File: src/isc_regs.svh
`ifndef ISC_REGS_SVH
`define ISC_REGS_SVH

// register indices; byte address is four times the index
`define ISC_IDX_TMR      8'h32
`define ISC_IDX_DMA0     8'h34
`define ISC_IDX_DMA1     8'h36
`define ISC_IDX_EXTA     8'h38
`define ISC_IDX_EXTB     8'h3a
`define ISC_IDX_EXTC     8'h3c
`define ISC_IDX_EXTD     8'h3e
`define ISC_IDX_MODE     8'h40
`define ISC_IDX_MASK     8'h41
`define ISC_IDX_EVSTS    8'h42
`define ISC_IDX_EVMSK    8'h43
`define ISC_IDX_ACTIVE   8'h44

// control word fields
`define ISC_CTL_RST      16'h000f
`define ISC_PRI_LSB      0
`define ISC_PRI_MSB      2
`define ISC_BIT_BLOCK    3
`define ISC_BIT_LEVEL    4
`define ISC_BIT_CASC     5
`define ISC_BIT_NEST     6
`define ISC_WMASK_PLAIN  16'h000f
`define ISC_WMASK_EXTCD  16'h001f
`define ISC_WMASK_EXTAB  16'h007f
`define ISC_PRI_LOWEST   3'h7

// vector types
`define ISC_VEC_TMR0     8'h08
`define ISC_VEC_TMR1     8'h12
`define ISC_VEC_TMR2     8'h13
`define ISC_VEC_DMA0     8'h0a
`define ISC_VEC_DMA1     8'h0b
`define ISC_VEC_EXTA     8'h0c
`define ISC_VEC_EXTB     8'h0d
`define ISC_VEC_EXTC     8'h0e
`define ISC_VEC_EXTD     8'h0f

`endif

File: src/isc_pkg.sv
package isc_pkg;
   localparam int ISC_NSRC = 9;
   // source slots, also the bit order of mask, status and event mask words
   typedef enum logic [3:0] {
      ISC_SRC_TMR0 = 4'h0,
      ISC_SRC_TMR1 = 4'h1,
      ISC_SRC_TMR2 = 4'h2,
      ISC_SRC_DMA0 = 4'h3,
      ISC_SRC_DMA1 = 4'h4,
      ISC_SRC_EXTA = 4'h5,
      ISC_SRC_EXTB = 4'h6,
      ISC_SRC_EXTC = 4'h7,
      ISC_SRC_EXTD = 4'h8
   } isc_src_type;
   // register slots behind the decoder
   typedef enum logic [3:0] {
      ISC_SLOT_MODE   = 4'h9,
      ISC_SLOT_MASK   = 4'ha,
      ISC_SLOT_EVSTS  = 4'hb,
      ISC_SLOT_EVMSK  = 4'hc,
      ISC_SLOT_ACTIVE = 4'hd,
      ISC_SLOT_NONE   = 4'hf
   } isc_slot_type;
   typedef logic [15:0] isc_word_type;
   typedef logic [ISC_NSRC-1:0] isc_vec_type;
endpackage

File: src/isc_source_ctrl.sv
`timescale 1ns/1ps
`default_nettype none
`include "isc_regs.svh"
// Functional notes
// - line c vector 0eh, line d 0fh
// - line a vector 0ch, line b 0dh
// - timers vectors 08h,12h,13h, shared master register
// - dma0 vector 0ah, dma1 vector 0bh
// - cascade turns pins c/d into acknowledges
// - all control registers reset to 000fh
// - bit 4 set level, clear rising edge
// - bit 3 set blocks the source
// - mask bits mirrored in mask register
// - bits 2-0 priority, seven lowest
// - bit 6 enables special nesting, lines a/b
// - bit 5 enables cascade, lines a/b
// - slave mode: per-timer registers 32h,38h,3ah
// - master shared timer block masks all timers
// - dma pins act as irq or dma request
// - dma registers same in slave mode
// - priority 000b highest, numeric order
module isc_source_ctrl #(
   parameter int AW = 12
) (
   // clock and reset
   input  wire logic                  pclk,
   input  wire logic                  presetn,
   input  wire logic                  clk_en,
   // apb slave
   input  wire logic                  psel,
   input  wire logic                  penable,
   input  wire logic                  pwrite,
   input  wire logic [AW-1:0]         paddr,
   input  wire logic [31:0]           pwdata,
   input  wire logic [3:0]            pstrb,
   output logic                       pready,
   output logic [31:0]                prdata,
   output logic                       pslverr,
   // external request pins
   input  wire logic                  ext_irq_line_a,
   input  wire logic                  ext_irq_line_b,
   input  wire logic                  ext_irq_line_c,
   input  wire logic                  ext_irq_line_d,
   input  wire logic                  ext_irq_line_e,
   input  wire logic                  ext_irq_line_f,
   // acknowledge outputs on pins c and d
   output logic                       ack_out_a,
   output logic                       ack_out_a_oe,
   output logic                       ack_out_b,
   output logic                       ack_out_b_oe,
   // on-chip sources
   input  wire logic [2:0]            timer_expire,
   input  wire logic [1:0]            dma_done,
   input  wire logic [1:0]            dma_pin_is_irq,
   output logic [1:0]                 dma_pin_request,
   // core side
   input  wire logic                  core_ack,
   output logic                       irq_request,
   output logic [7:0]                 irq_vector_type,
   output logic [2:0]                 irq_urgency_level,
   output logic [1:0]                 special_nested_enable,
   output logic                       irq
);
   import isc_pkg::*;

   // control words, one per source slot
   isc_word_type ctl_reg [ISC_NSRC];
   logic         slave_mode_reg;
   isc_vec_type  pend_reg;
   isc_vec_type  evsts_reg;
   isc_vec_type  evmsk_reg;
   logic [3:0]   sel_reg;
   logic [5:0]   pin_meta_reg;
   logic [5:0]   pin_sync_reg;
   logic [5:0]   pin_prev_reg;

   function automatic logic [3:0] decode_slot(input logic [7:0] idx, input logic slave);
      logic [3:0] s;
      s = ISC_SLOT_NONE;
      unique case (idx)
         `ISC_IDX_TMR:    s = ISC_SRC_TMR0;
         `ISC_IDX_DMA0:   s = ISC_SRC_DMA0;
         `ISC_IDX_DMA1:   s = ISC_SRC_DMA1;
         `ISC_IDX_EXTA:   s = slave ? ISC_SRC_TMR1 : ISC_SRC_EXTA;
         `ISC_IDX_EXTB:   s = slave ? ISC_SRC_TMR2 : ISC_SRC_EXTB;
         `ISC_IDX_EXTC:   s = ISC_SRC_EXTC;
         `ISC_IDX_EXTD:   s = ISC_SRC_EXTD;
         `ISC_IDX_MODE:   s = ISC_SLOT_MODE;
         `ISC_IDX_MASK:   s = ISC_SLOT_MASK;
         `ISC_IDX_EVSTS:  s = ISC_SLOT_EVSTS;
         `ISC_IDX_EVMSK:  s = ISC_SLOT_EVMSK;
         `ISC_IDX_ACTIVE: s = ISC_SLOT_ACTIVE;
         default:         s = ISC_SLOT_NONE;
      endcase
      return s;
   endfunction

   // writable bits per slot; all else reads zero
   function automatic isc_word_type write_mask(input int s);
      if (s == ISC_SRC_EXTA || s == ISC_SRC_EXTB) begin
         return `ISC_WMASK_EXTAB;
      end else if (s == ISC_SRC_EXTC || s == ISC_SRC_EXTD) begin
         return `ISC_WMASK_EXTCD;
      end
      return `ISC_WMASK_PLAIN;
   endfunction

   function automatic logic [7:0] vector_of(input logic [3:0] s);
      logic [7:0] v;
      v = `ISC_VEC_TMR0;
      unique case (s)
         ISC_SRC_TMR0: v = `ISC_VEC_TMR0;
         ISC_SRC_TMR1: v = `ISC_VEC_TMR1;
         ISC_SRC_TMR2: v = `ISC_VEC_TMR2;
         ISC_SRC_DMA0: v = `ISC_VEC_DMA0;
         ISC_SRC_DMA1: v = `ISC_VEC_DMA1;
         ISC_SRC_EXTA: v = `ISC_VEC_EXTA;
         ISC_SRC_EXTB: v = `ISC_VEC_EXTB;
         ISC_SRC_EXTC: v = `ISC_VEC_EXTC;
         ISC_SRC_EXTD: v = `ISC_VEC_EXTD;
         default:      v = `ISC_VEC_TMR0;
      endcase
      return v;
   endfunction

   // apb decode
   wire       addr_ok   = (paddr[1:0] == 2'b00) && (paddr[AW-1:10] == '0);
   wire [3:0] slot      = addr_ok ? decode_slot(paddr[9:2], slave_mode_reg) : ISC_SLOT_NONE;
   wire       setup     = psel && !penable;
   wire       wr_fire   = psel && penable && pready && pwrite && !pslverr;
   wire       wr_low    = pstrb[0];
   wire       wr_high   = pstrb[1];
   // write strobes per register class; status and event mask want both lanes
   wire       wr_word   = wr_fire && wr_low;
   wire       wr_mode   = wr_word && (slot == ISC_SLOT_MODE);
   wire       wr_mirror = wr_word && (slot == ISC_SLOT_MASK);
   wire       wr_evmsk  = wr_word && wr_high && (slot == ISC_SLOT_EVMSK);
   wire       wr_evsts  = wr_word && wr_high && (slot == ISC_SLOT_EVSTS);


   // effective control word per source; master timers share slot 0
   isc_word_type eff_ctl [ISC_NSRC];
   genvar g;
   generate
      for (g = 0; g < ISC_NSRC; g++) begin : g_eff
         if (g == ISC_SRC_TMR1 || g == ISC_SRC_TMR2) begin : g_tmr
            assign eff_ctl[g] = slave_mode_reg ? ctl_reg[g] : ctl_reg[ISC_SRC_TMR0];
         end else begin : g_other
            assign eff_ctl[g] = ctl_reg[g];
         end
      end
   endgenerate

   wire casc_a = ctl_reg[ISC_SRC_EXTA][`ISC_BIT_CASC];
   wire casc_b = ctl_reg[ISC_SRC_EXTB][`ISC_BIT_CASC];

   // pins 0..5 = lines a..f after two flops
   wire [5:0] pin_rise = pin_sync_reg & ~pin_prev_reg;

   // raw events, rising edges or on-chip pulses
   isc_vec_type raw_evt;
   isc_vec_type level_req;
   assign raw_evt[2:0] = timer_expire;
   assign raw_evt[ISC_SRC_DMA0] = dma_pin_is_irq[0] ? pin_rise[4] : dma_done[0];
   assign raw_evt[ISC_SRC_DMA1] = dma_pin_is_irq[1] ? pin_rise[5] : dma_done[1];
   assign raw_evt[ISC_SRC_EXTA] = pin_rise[0];
   assign raw_evt[ISC_SRC_EXTB] = pin_rise[1];
   // pins c/d carry acknowledges while cascaded, so no requests there
   assign raw_evt[ISC_SRC_EXTC] = pin_rise[2] && !casc_a;
   assign raw_evt[ISC_SRC_EXTD] = pin_rise[3] && !casc_b;
   assign level_req[4:0] = '0;
   assign level_req[ISC_SRC_EXTA] = pin_sync_reg[0];
   assign level_req[ISC_SRC_EXTB] = pin_sync_reg[1];
   assign level_req[ISC_SRC_EXTC] = pin_sync_reg[2] && !casc_a;
   assign level_req[ISC_SRC_EXTD] = pin_sync_reg[3] && !casc_b;

   // level mode relies on the requester holding the line until acknowledged
   // limitation: a level line lags its pin by the two sync flops, so it may
   // ask once more right after its acknowledge
   isc_vec_type is_level;
   isc_vec_type blocked;
   isc_vec_type active_req;
   generate
      for (g = 0; g < ISC_NSRC; g++) begin : g_req
         if (g >= ISC_SRC_EXTA) begin : g_ext
            assign is_level[g] = eff_ctl[g][`ISC_BIT_LEVEL];
         end else begin : g_int
            assign is_level[g] = 1'b0;
         end
         assign blocked[g]    = eff_ctl[g][`ISC_BIT_BLOCK];
         assign active_req[g] = (is_level[g] ? level_req[g] : pend_reg[g]) && !blocked[g];
      end
   endgenerate

   // winner: smallest priority code, ties to the lower slot
   function automatic logic [3:0] pick(input isc_vec_type req, input logic [2:0] pr [ISC_NSRC]);
      logic [3:0] best;
      logic [2:0] best_pr;
      best = ISC_SLOT_NONE;
      best_pr = `ISC_PRI_LOWEST;
      for (int i = 0; i < ISC_NSRC; i++) begin
         if (req[i] && (best == ISC_SLOT_NONE || pr[i] < best_pr)) begin
            best = 4'(i);
            best_pr = pr[i];
         end
      end
      return best;
   endfunction

   logic [2:0] pri [ISC_NSRC];
   generate
      for (g = 0; g < ISC_NSRC; g++) begin : g_pri
         assign pri[g] = eff_ctl[g][`ISC_PRI_MSB:`ISC_PRI_LSB];
      end
   endgenerate
   wire [3:0] winner   = pick(active_req, pri);
   wire       have_win = (winner != ISC_SLOT_NONE);
   wire       ack_hit  = core_ack && (sel_reg != ISC_SLOT_NONE);

   // mask mirror view; master timers show the shared bit
   isc_vec_type mask_view;
   generate
      for (g = 0; g < ISC_NSRC; g++) begin : g_mv
         assign mask_view[g] = eff_ctl[g][`ISC_BIT_BLOCK];
      end
   endgenerate

   isc_word_type rd_word;
   always_comb begin
      rd_word = '0;
      if (slot < 4'(ISC_NSRC)) begin
         rd_word = ctl_reg[slot] & write_mask(int'(slot));
      end else if (slot == ISC_SLOT_MODE) begin
         rd_word = {15'h0000, slave_mode_reg};
      end else if (slot == ISC_SLOT_MASK) begin
         rd_word = {7'h00, mask_view};
      end else if (slot == ISC_SLOT_EVSTS) begin
         rd_word = {7'h00, evsts_reg};
      end else if (slot == ISC_SLOT_EVMSK) begin
         rd_word = {7'h00, evmsk_reg};
      end else if (slot == ISC_SLOT_ACTIVE) begin
         rd_word = {4'h0, sel_reg, vector_of(sel_reg)};
      end
   end

   // apb response registered at setup; access phase is one cycle while clk_en stays high
   wire        pready_next  = setup;
   wire        pslverr_next = setup && (slot == ISC_SLOT_NONE);
   // read data frozen at setup so a late address change cannot tear it
   wire [31:0] prdata_next  = pwrite ? 32'h0000_0000 : {16'h0000, rd_word};
   always_ff @(posedge pclk or negedge presetn) begin
      if (!presetn) begin
         pready  <= 1'b0;
         pslverr <= 1'b0;
         prdata  <= '0;
      end else if (clk_en) begin
         pready  <= pready_next;
         pslverr <= pslverr_next;
         if (setup) begin
            prdata <= prdata_next;
         end
      end
   end

   // control words
   always_ff @(posedge pclk or negedge presetn) begin
      if (!presetn) begin
         for (int i = 0; i < ISC_NSRC; i++) begin
            ctl_reg[i] <= `ISC_CTL_RST;
         end
         slave_mode_reg <= 1'b0;
         evmsk_reg      <= '0;
      end else if (clk_en && wr_fire) begin
         for (int i = 0; i < ISC_NSRC; i++) begin
            if (wr_word && slot == 4'(i)) begin
               ctl_reg[i] <= pwdata[15:0] & write_mask(i);
            end else if (wr_mirror) begin
               // master timers follow the shared bit only
               if (slave_mode_reg || i == ISC_SRC_TMR0 || i > ISC_SRC_TMR2) begin
                  ctl_reg[i][`ISC_BIT_BLOCK] <= pwdata[i];
               end
            end
         end
         if (wr_mode) begin
            slave_mode_reg <= pwdata[0];
         end
         if (wr_evmsk) begin
            evmsk_reg <= pwdata[ISC_NSRC-1:0];
         end
      end
   end

   // pin synchronisers and edge history; the second and third flops feed logic, the first feeds none
   wire [5:0] pin_raw = {ext_irq_line_f, ext_irq_line_e, ext_irq_line_d,
                         ext_irq_line_c, ext_irq_line_b, ext_irq_line_a};
   always_ff @(posedge pclk or negedge presetn) begin
      if (!presetn) begin
         pin_meta_reg <= '0;
         pin_sync_reg <= '0;
         pin_prev_reg <= '0;
      end else if (clk_en) begin
         pin_meta_reg <= pin_raw;
         pin_sync_reg <= pin_meta_reg;
         pin_prev_reg <= pin_sync_reg;
      end
   end

   // edge latches: a new edge beats an acknowledge in the same cycle
   isc_vec_type ack_vec;
   assign ack_vec = ack_hit ? (isc_vec_type'(1) << sel_reg) : '0;
   wire [8:0] evsts_w1c = wr_evsts ? pwdata[ISC_NSRC-1:0] : '0;
   isc_vec_type pend_next;
   isc_vec_type evsts_next;
   assign pend_next  = (pend_reg & ~ack_vec) | raw_evt;
   // a blocked source still latches its edge but never flags status
   assign evsts_next = (evsts_reg & ~evsts_w1c) | (raw_evt & ~blocked);
   always_ff @(posedge pclk or negedge presetn) begin
      if (!presetn) begin
         pend_reg  <= '0;
         evsts_reg <= '0;
      end else if (clk_en) begin
         pend_reg  <= pend_next;
         evsts_reg <= evsts_next;
      end
   end

   // core request, vector and cascade acknowledge
   // one idle cycle after an ack so the cleared latch is seen
   wire       grant_live   = have_win && !ack_hit;
   wire [3:0] sel_next     = ack_hit ? ISC_SLOT_NONE : winner;
   wire [7:0] vector_next  = have_win ? vector_of(winner) : 8'h00;
   // urgency tracks the request so an idle output always reads lowest
   wire [2:0] urgency_next = grant_live ? pri[winner] : `ISC_PRI_LOWEST;
   wire       ack_a_next   = ack_hit && (sel_reg == ISC_SRC_EXTA) && casc_a;
   wire       ack_b_next   = ack_hit && (sel_reg == ISC_SRC_EXTB) && casc_b;
   wire [1:0] nest_next    = {ctl_reg[ISC_SRC_EXTB][`ISC_BIT_NEST],
                              ctl_reg[ISC_SRC_EXTA][`ISC_BIT_NEST]};
   // pins in dma mode pass straight through as requests
   wire [1:0] dma_req_next = ~dma_pin_is_irq & pin_sync_reg[5:4];
   wire       irq_next     = |(evsts_reg & ~evmsk_reg);

   always_ff @(posedge pclk or negedge presetn) begin
      if (!presetn) begin
         sel_reg               <= ISC_SLOT_NONE;
         irq_request           <= 1'b0;
         irq_vector_type       <= '0;
         irq_urgency_level     <= `ISC_PRI_LOWEST;
         ack_out_a             <= 1'b0;
         ack_out_b             <= 1'b0;
         ack_out_a_oe          <= 1'b0;
         ack_out_b_oe          <= 1'b0;
         special_nested_enable <= '0;
         dma_pin_request       <= '0;
         irq                   <= 1'b0;
      end else if (clk_en) begin
         sel_reg               <= sel_next;
         irq_request           <= grant_live;
         irq_vector_type       <= vector_next;
         irq_urgency_level     <= urgency_next;
         ack_out_a             <= ack_a_next;
         ack_out_b             <= ack_b_next;
         ack_out_a_oe          <= casc_a;
         ack_out_b_oe          <= casc_b;
         special_nested_enable <= nest_next;
         dma_pin_request       <= dma_req_next;
         irq                   <= irq_next;
      end
   end

endmodule // isc_source_ctrl
`default_nettype wire

File: config.mk
export PLATFORM = sky130hd
export DESIGN_NAME = isc_source_ctrl
export DESIGN_NICKNAME = d
export VERILOG_FILES = /design/src/isc_pkg.sv /design/src/isc_source_ctrl.sv
export VERILOG_INCLUDE_DIRS = /design/src /design/src/src
export SDC_FILE = /design/constraint.sdc
export NUM_CORES = 1
export LEC_CHECK = 0
export ABC_AREA = 1
export BUFFER_PORTS_ARGS = -buffer_cell sky130_fd_sc_hd__clkbuf_2
export CELL_PAD_IN_SITES_DETAIL_PLACEMENT = 1
export CELL_PAD_IN_SITES_GLOBAL_PLACEMENT = 2
export CORE_ASPECT_RATIO = 1.1
export CORE_MARGIN = 1
export CORE_UTILIZATION = 29
export DETAILED_ROUTE_END_ITERATION = 12
export GPL_TIMING_DRIVEN = 0
export PLACE_DENSITY_LB_ADDON = 0.1
export SLEW_MARGIN = 20
export SYNTH_ARGS = -nofsm -noshare
export SYNTH_HDL_FRONTEND = slang
export SYNTH_SLANG_ARGS = --single-unit
File: constraint.sdc
create_clock -name pclk -period 6.4 [get_ports pclk]
set_clock_uncertainty 0.05 [all_clocks]
set_input_delay 1.28 -clock pclk [delete_from_list [all_inputs] [get_ports pclk]]
set_output_delay 1.28 -clock pclk [all_outputs]
set_load 0.02 [all_outputs]
==> flow_metrics.env <==
export IMPL_vias_per_cell=4.921
export IMPL_grt_pass1_wl_mm=48.62
export IMPL_area_delta_synth_final_pct=33.69
export IMPL_worstPathMaxFanout=10
export IMPL_dp_cells=1517
export IMPL_drv_slew=0
export IMPL_synth_seq_area_share=0.4117
export IMPL_synth_area_per_cell_um2=7.286
export IMPL_synth_cell_types=46
export IMPL_hold_class="flip-flop to flip-flop"
export IMPL_path_clk_slew_ns=0.07
export IMPL_synth_warnings=0
export IMPL_fp_row_count=62
export IMPL_crit_buf_inv=12
export IMPL_dr_pass1_iters=5
export IMPL_ant_nets=0
export IMPL_cp_depth=75
export IMPL_cts_tree="built"
export IMPL_worstSkewPairLatency_ns=0.44
export IMPL_first_iter_violations=356
export IMPL_grt_overflow_total=0
export IMPL_critPathMostFrequentCell="nand2_1"
export IMPL_grt_util_all_layers=0.2388
export IMPL_clock_sinks=126
export IMPL_cpLargestDelayFamily="simple AND/OR/NAND/NOR gates"
export IMPL_required_ns=6.68
export IMPL_drive_above_1_share=0.3007
export IMPL_async_flop_share=1.000
export IMPL_endpoint_kind="flip-flop"
export IMPL_diodes=0
export IMPL_tightest_slew_ns=1.113
export IMPL_setup_viol=13
export IMPL_fin_tns_setup_ns=-13.34
export IMPL_finalNonFillerCells=1609
export IMPL_critPathLaunchType="flip-flop"
export IMPL_hold_viol=0
export IMPL_fin_nets=1328
export IMPL_dr_total_vias=7918
export IMPL_status="finished with violations"
export IMPL_synth_area_um2=7789
export IMPL_gp_congestion=0.8478
export IMPL_core_um2=26220
export IMPL_grt_max_degree=79
export IMPL_synth_flop_cell="dfrtp_1"
export IMPL_rr_worst_depth=75
export IMPL_period_minus_slack_ns=7.520
export IMPL_largest_register_ffs=35
export IMPL_start_util=0.2971
export IMPL_wl_per_cell_um=19.66
export IMPL_routed_wl_mm=31.63
export IMPL_clockRootBuffer="clkbuf_16"
export IMPL_design_portCount=123
export IMPL_fmax_mhz=133.0
export IMPL_crit_arrival_ns=7.80
export IMPL_violations="setup timing"
export IMPL_chipWidth_um=158.3
export IMPL_grt_pass1_vias=8132
export IMPL_synth_edf_count=0
export IMPL_drc=0
export IMPL_die_y_um=173.9
export IMPL_crit_slowest_cell="dfrtp_2"
export IMPL_syn_inst=1069
export IMPL_rsz0062_at_grt="true"
export IMPL_cts_hold_buffers=0
export IMPL_dieArea_um2=27520
export IMPL_worstSetupPathType="flip-flop to flip-flop"
export IMPL_holdPathStages=2
export IMPL_antenna_found_initial=0
export IMPL_drv_cap=0
export IMPL_ys_ff_latch=126
export IMPL_cts_buffers_inserted=17
export IMPL_critical_path_max_stage_delay_ns=0.43
export IMPL_clk_path_buf_depth=2
export IMPL_portBuffers=73
export IMPL_fin_hold_ws_ns=0.4211
export IMPL_setup_slack_ns=-1.120
export IMPL_slew_headroom=0.2500
export IMPL_hpwlAfterDp_mm=23.54
export IMPL_cts_htree_levels=4
export IMPL_post_route_period_util=1.175
==> layout make-up <==
| class | instances | area [um2] |
|---|---|---|
| flip-flops and latches | 126 | 3209 |
| plain buffers | 48 | 324.1 |
| multi-input cells | 780 | 4423 |
| clock inverters | 15 | 163.9 |
| well taps | 352 | 440.4 |
| clock buffers | 17 | 425.4 |
| fillers | 3298 | 15810 |
| repair buffers | 134 | 898.4 |
| inverters | 137 | 528.0 |
==> what timing repair did <==
action	4_1_cts	5_1_grt
pin swaps	39	50
gates cloned	1	0
setup endpoints to repair	13	13
resized for setup	69	63
buffers inserted	43	16
==> logic make-up after synthesis <==
family | share of synthesized area
other | 0.0004815
xor gates and xnor gates | 0.002089
AOI/OAI and AO/OA | 0.1733
buffers and inverters | 0.1047
DFF | 0.4117
adders and majority gates | 0.02570
and+or+nand+nor | 0.2819
==> cells in the final DEF, fill, tap and decap left out, drive strengths merged, types with 4 or more instances in the layout <==
cell / netlist / routed
o311ai: 4 / 4
nor3: 14 / 14
o22ai: 20 / 20
o2111ai: 4 / 4
a221oi: 7 / 7
conb: 1 / 23
dfstp: 43 / 43
buf: 30 / 92
ha: 16 / 16
nand2: 299 / 299
dfrtp: 83 / 83
a21oi: 38 / 38
a211oi: 7 / 7
inv: 135 / 145
clkinv: 2 / 6
clkbuf: 18 / 107
a22oi: 7 / 7
o21ai: 127 / 127
nand3: 79 / 79
nor2: 103 / 103
==> cell usage after synthesis (4+ instances only) <==
cell	n	share of area
a21oi_1	38	0.024
inv_1	127	0.061
dfrtp_1	83	0.27
clkbuf_1	18	0.0087
dfstp_2	43	0.15
inv_2	8	0.0039
o22ai_1	20	0.016
o21ai_0	120	0.077
a211oi_1	7	0.0067
o2111ai_1	4	0.0045
nand2_1	267	0.13
buf_4	24	0.023
nor3_1	14	0.0090
o21ai_1	7	0.0045
a22oi_1	7	0.0067
a221oi_1	7	0.0079
nand2_2	22	0.018
nor2_1	103	0.050
o311ai_0	4	0.0045
ha_1	16	0.026
nand2_4	9	0.013
nand3_1	77	0.049
==> metrics by stage <==
| step | util | area, um2 | setup WS, ns |
|---|---|---|---|
| global route | 0.3971 | 10410 | -1.699 |
| global placement | 0.3338 | 8752 | -1.610 |
| finish | 0.3971 | 10410 | -1.120 |
| CTS | 0.3817 | 10010 | -1.074 |
| floorplan | - | 7946 | -0.3676 |
| detailed placement | 0.3352 | 8788 | -1.713 |
==> worst reg2reg max path, delay by kind of cell (launching register included) <==
| family | cells | cell delay (ns) |
|---|---|---|
| buf+inv | 12 | 0.78 |
| flops | 1 | 0.43 |
| compound gates | 9 | 1.00 |
| simple gates | 48 | 3.70 |
| fa+ha+maj | 6 | 1.47 |
==> per-layer routing <==
| layer | vias up | part of all wire | global-route usage |
|---|---|---|---|
| met2 | 126 | 0.51 | 0.4139 |
| met4 | 0 | 0.017 | 0.06330 |
| met5 | - | 0 | 0 |
| li1 | 3863 | - | - |
| met3 | 38 | 0.030 | 0.03250 |
| met1 | 3891 | 0.44 | 0.3073 |
==> worst paths after layout <==
kind | start | endpoint | slack (ns)
setup / recovery | slave_mode_reg | irq_vector_type[1] | -1.12
hold / removal | pin_meta_reg[0] | pin_meta_reg[0] | 0.42
setup reg to reg | slave_mode_reg | irq_vector_type[1] | -1.12
hold reg to reg | pin_meta_reg[0] | pin_meta_reg[0] | 0.42
max in group asynchronous | presetn | ctl_reg[1] | 4.77
min in group asynchronous | presetn | evmsk_reg[5] | 0.73
Power is left out: the tool's default activity adds up to more than one toggle a clock period on the data nets, which glitch-free logic cannot reach.
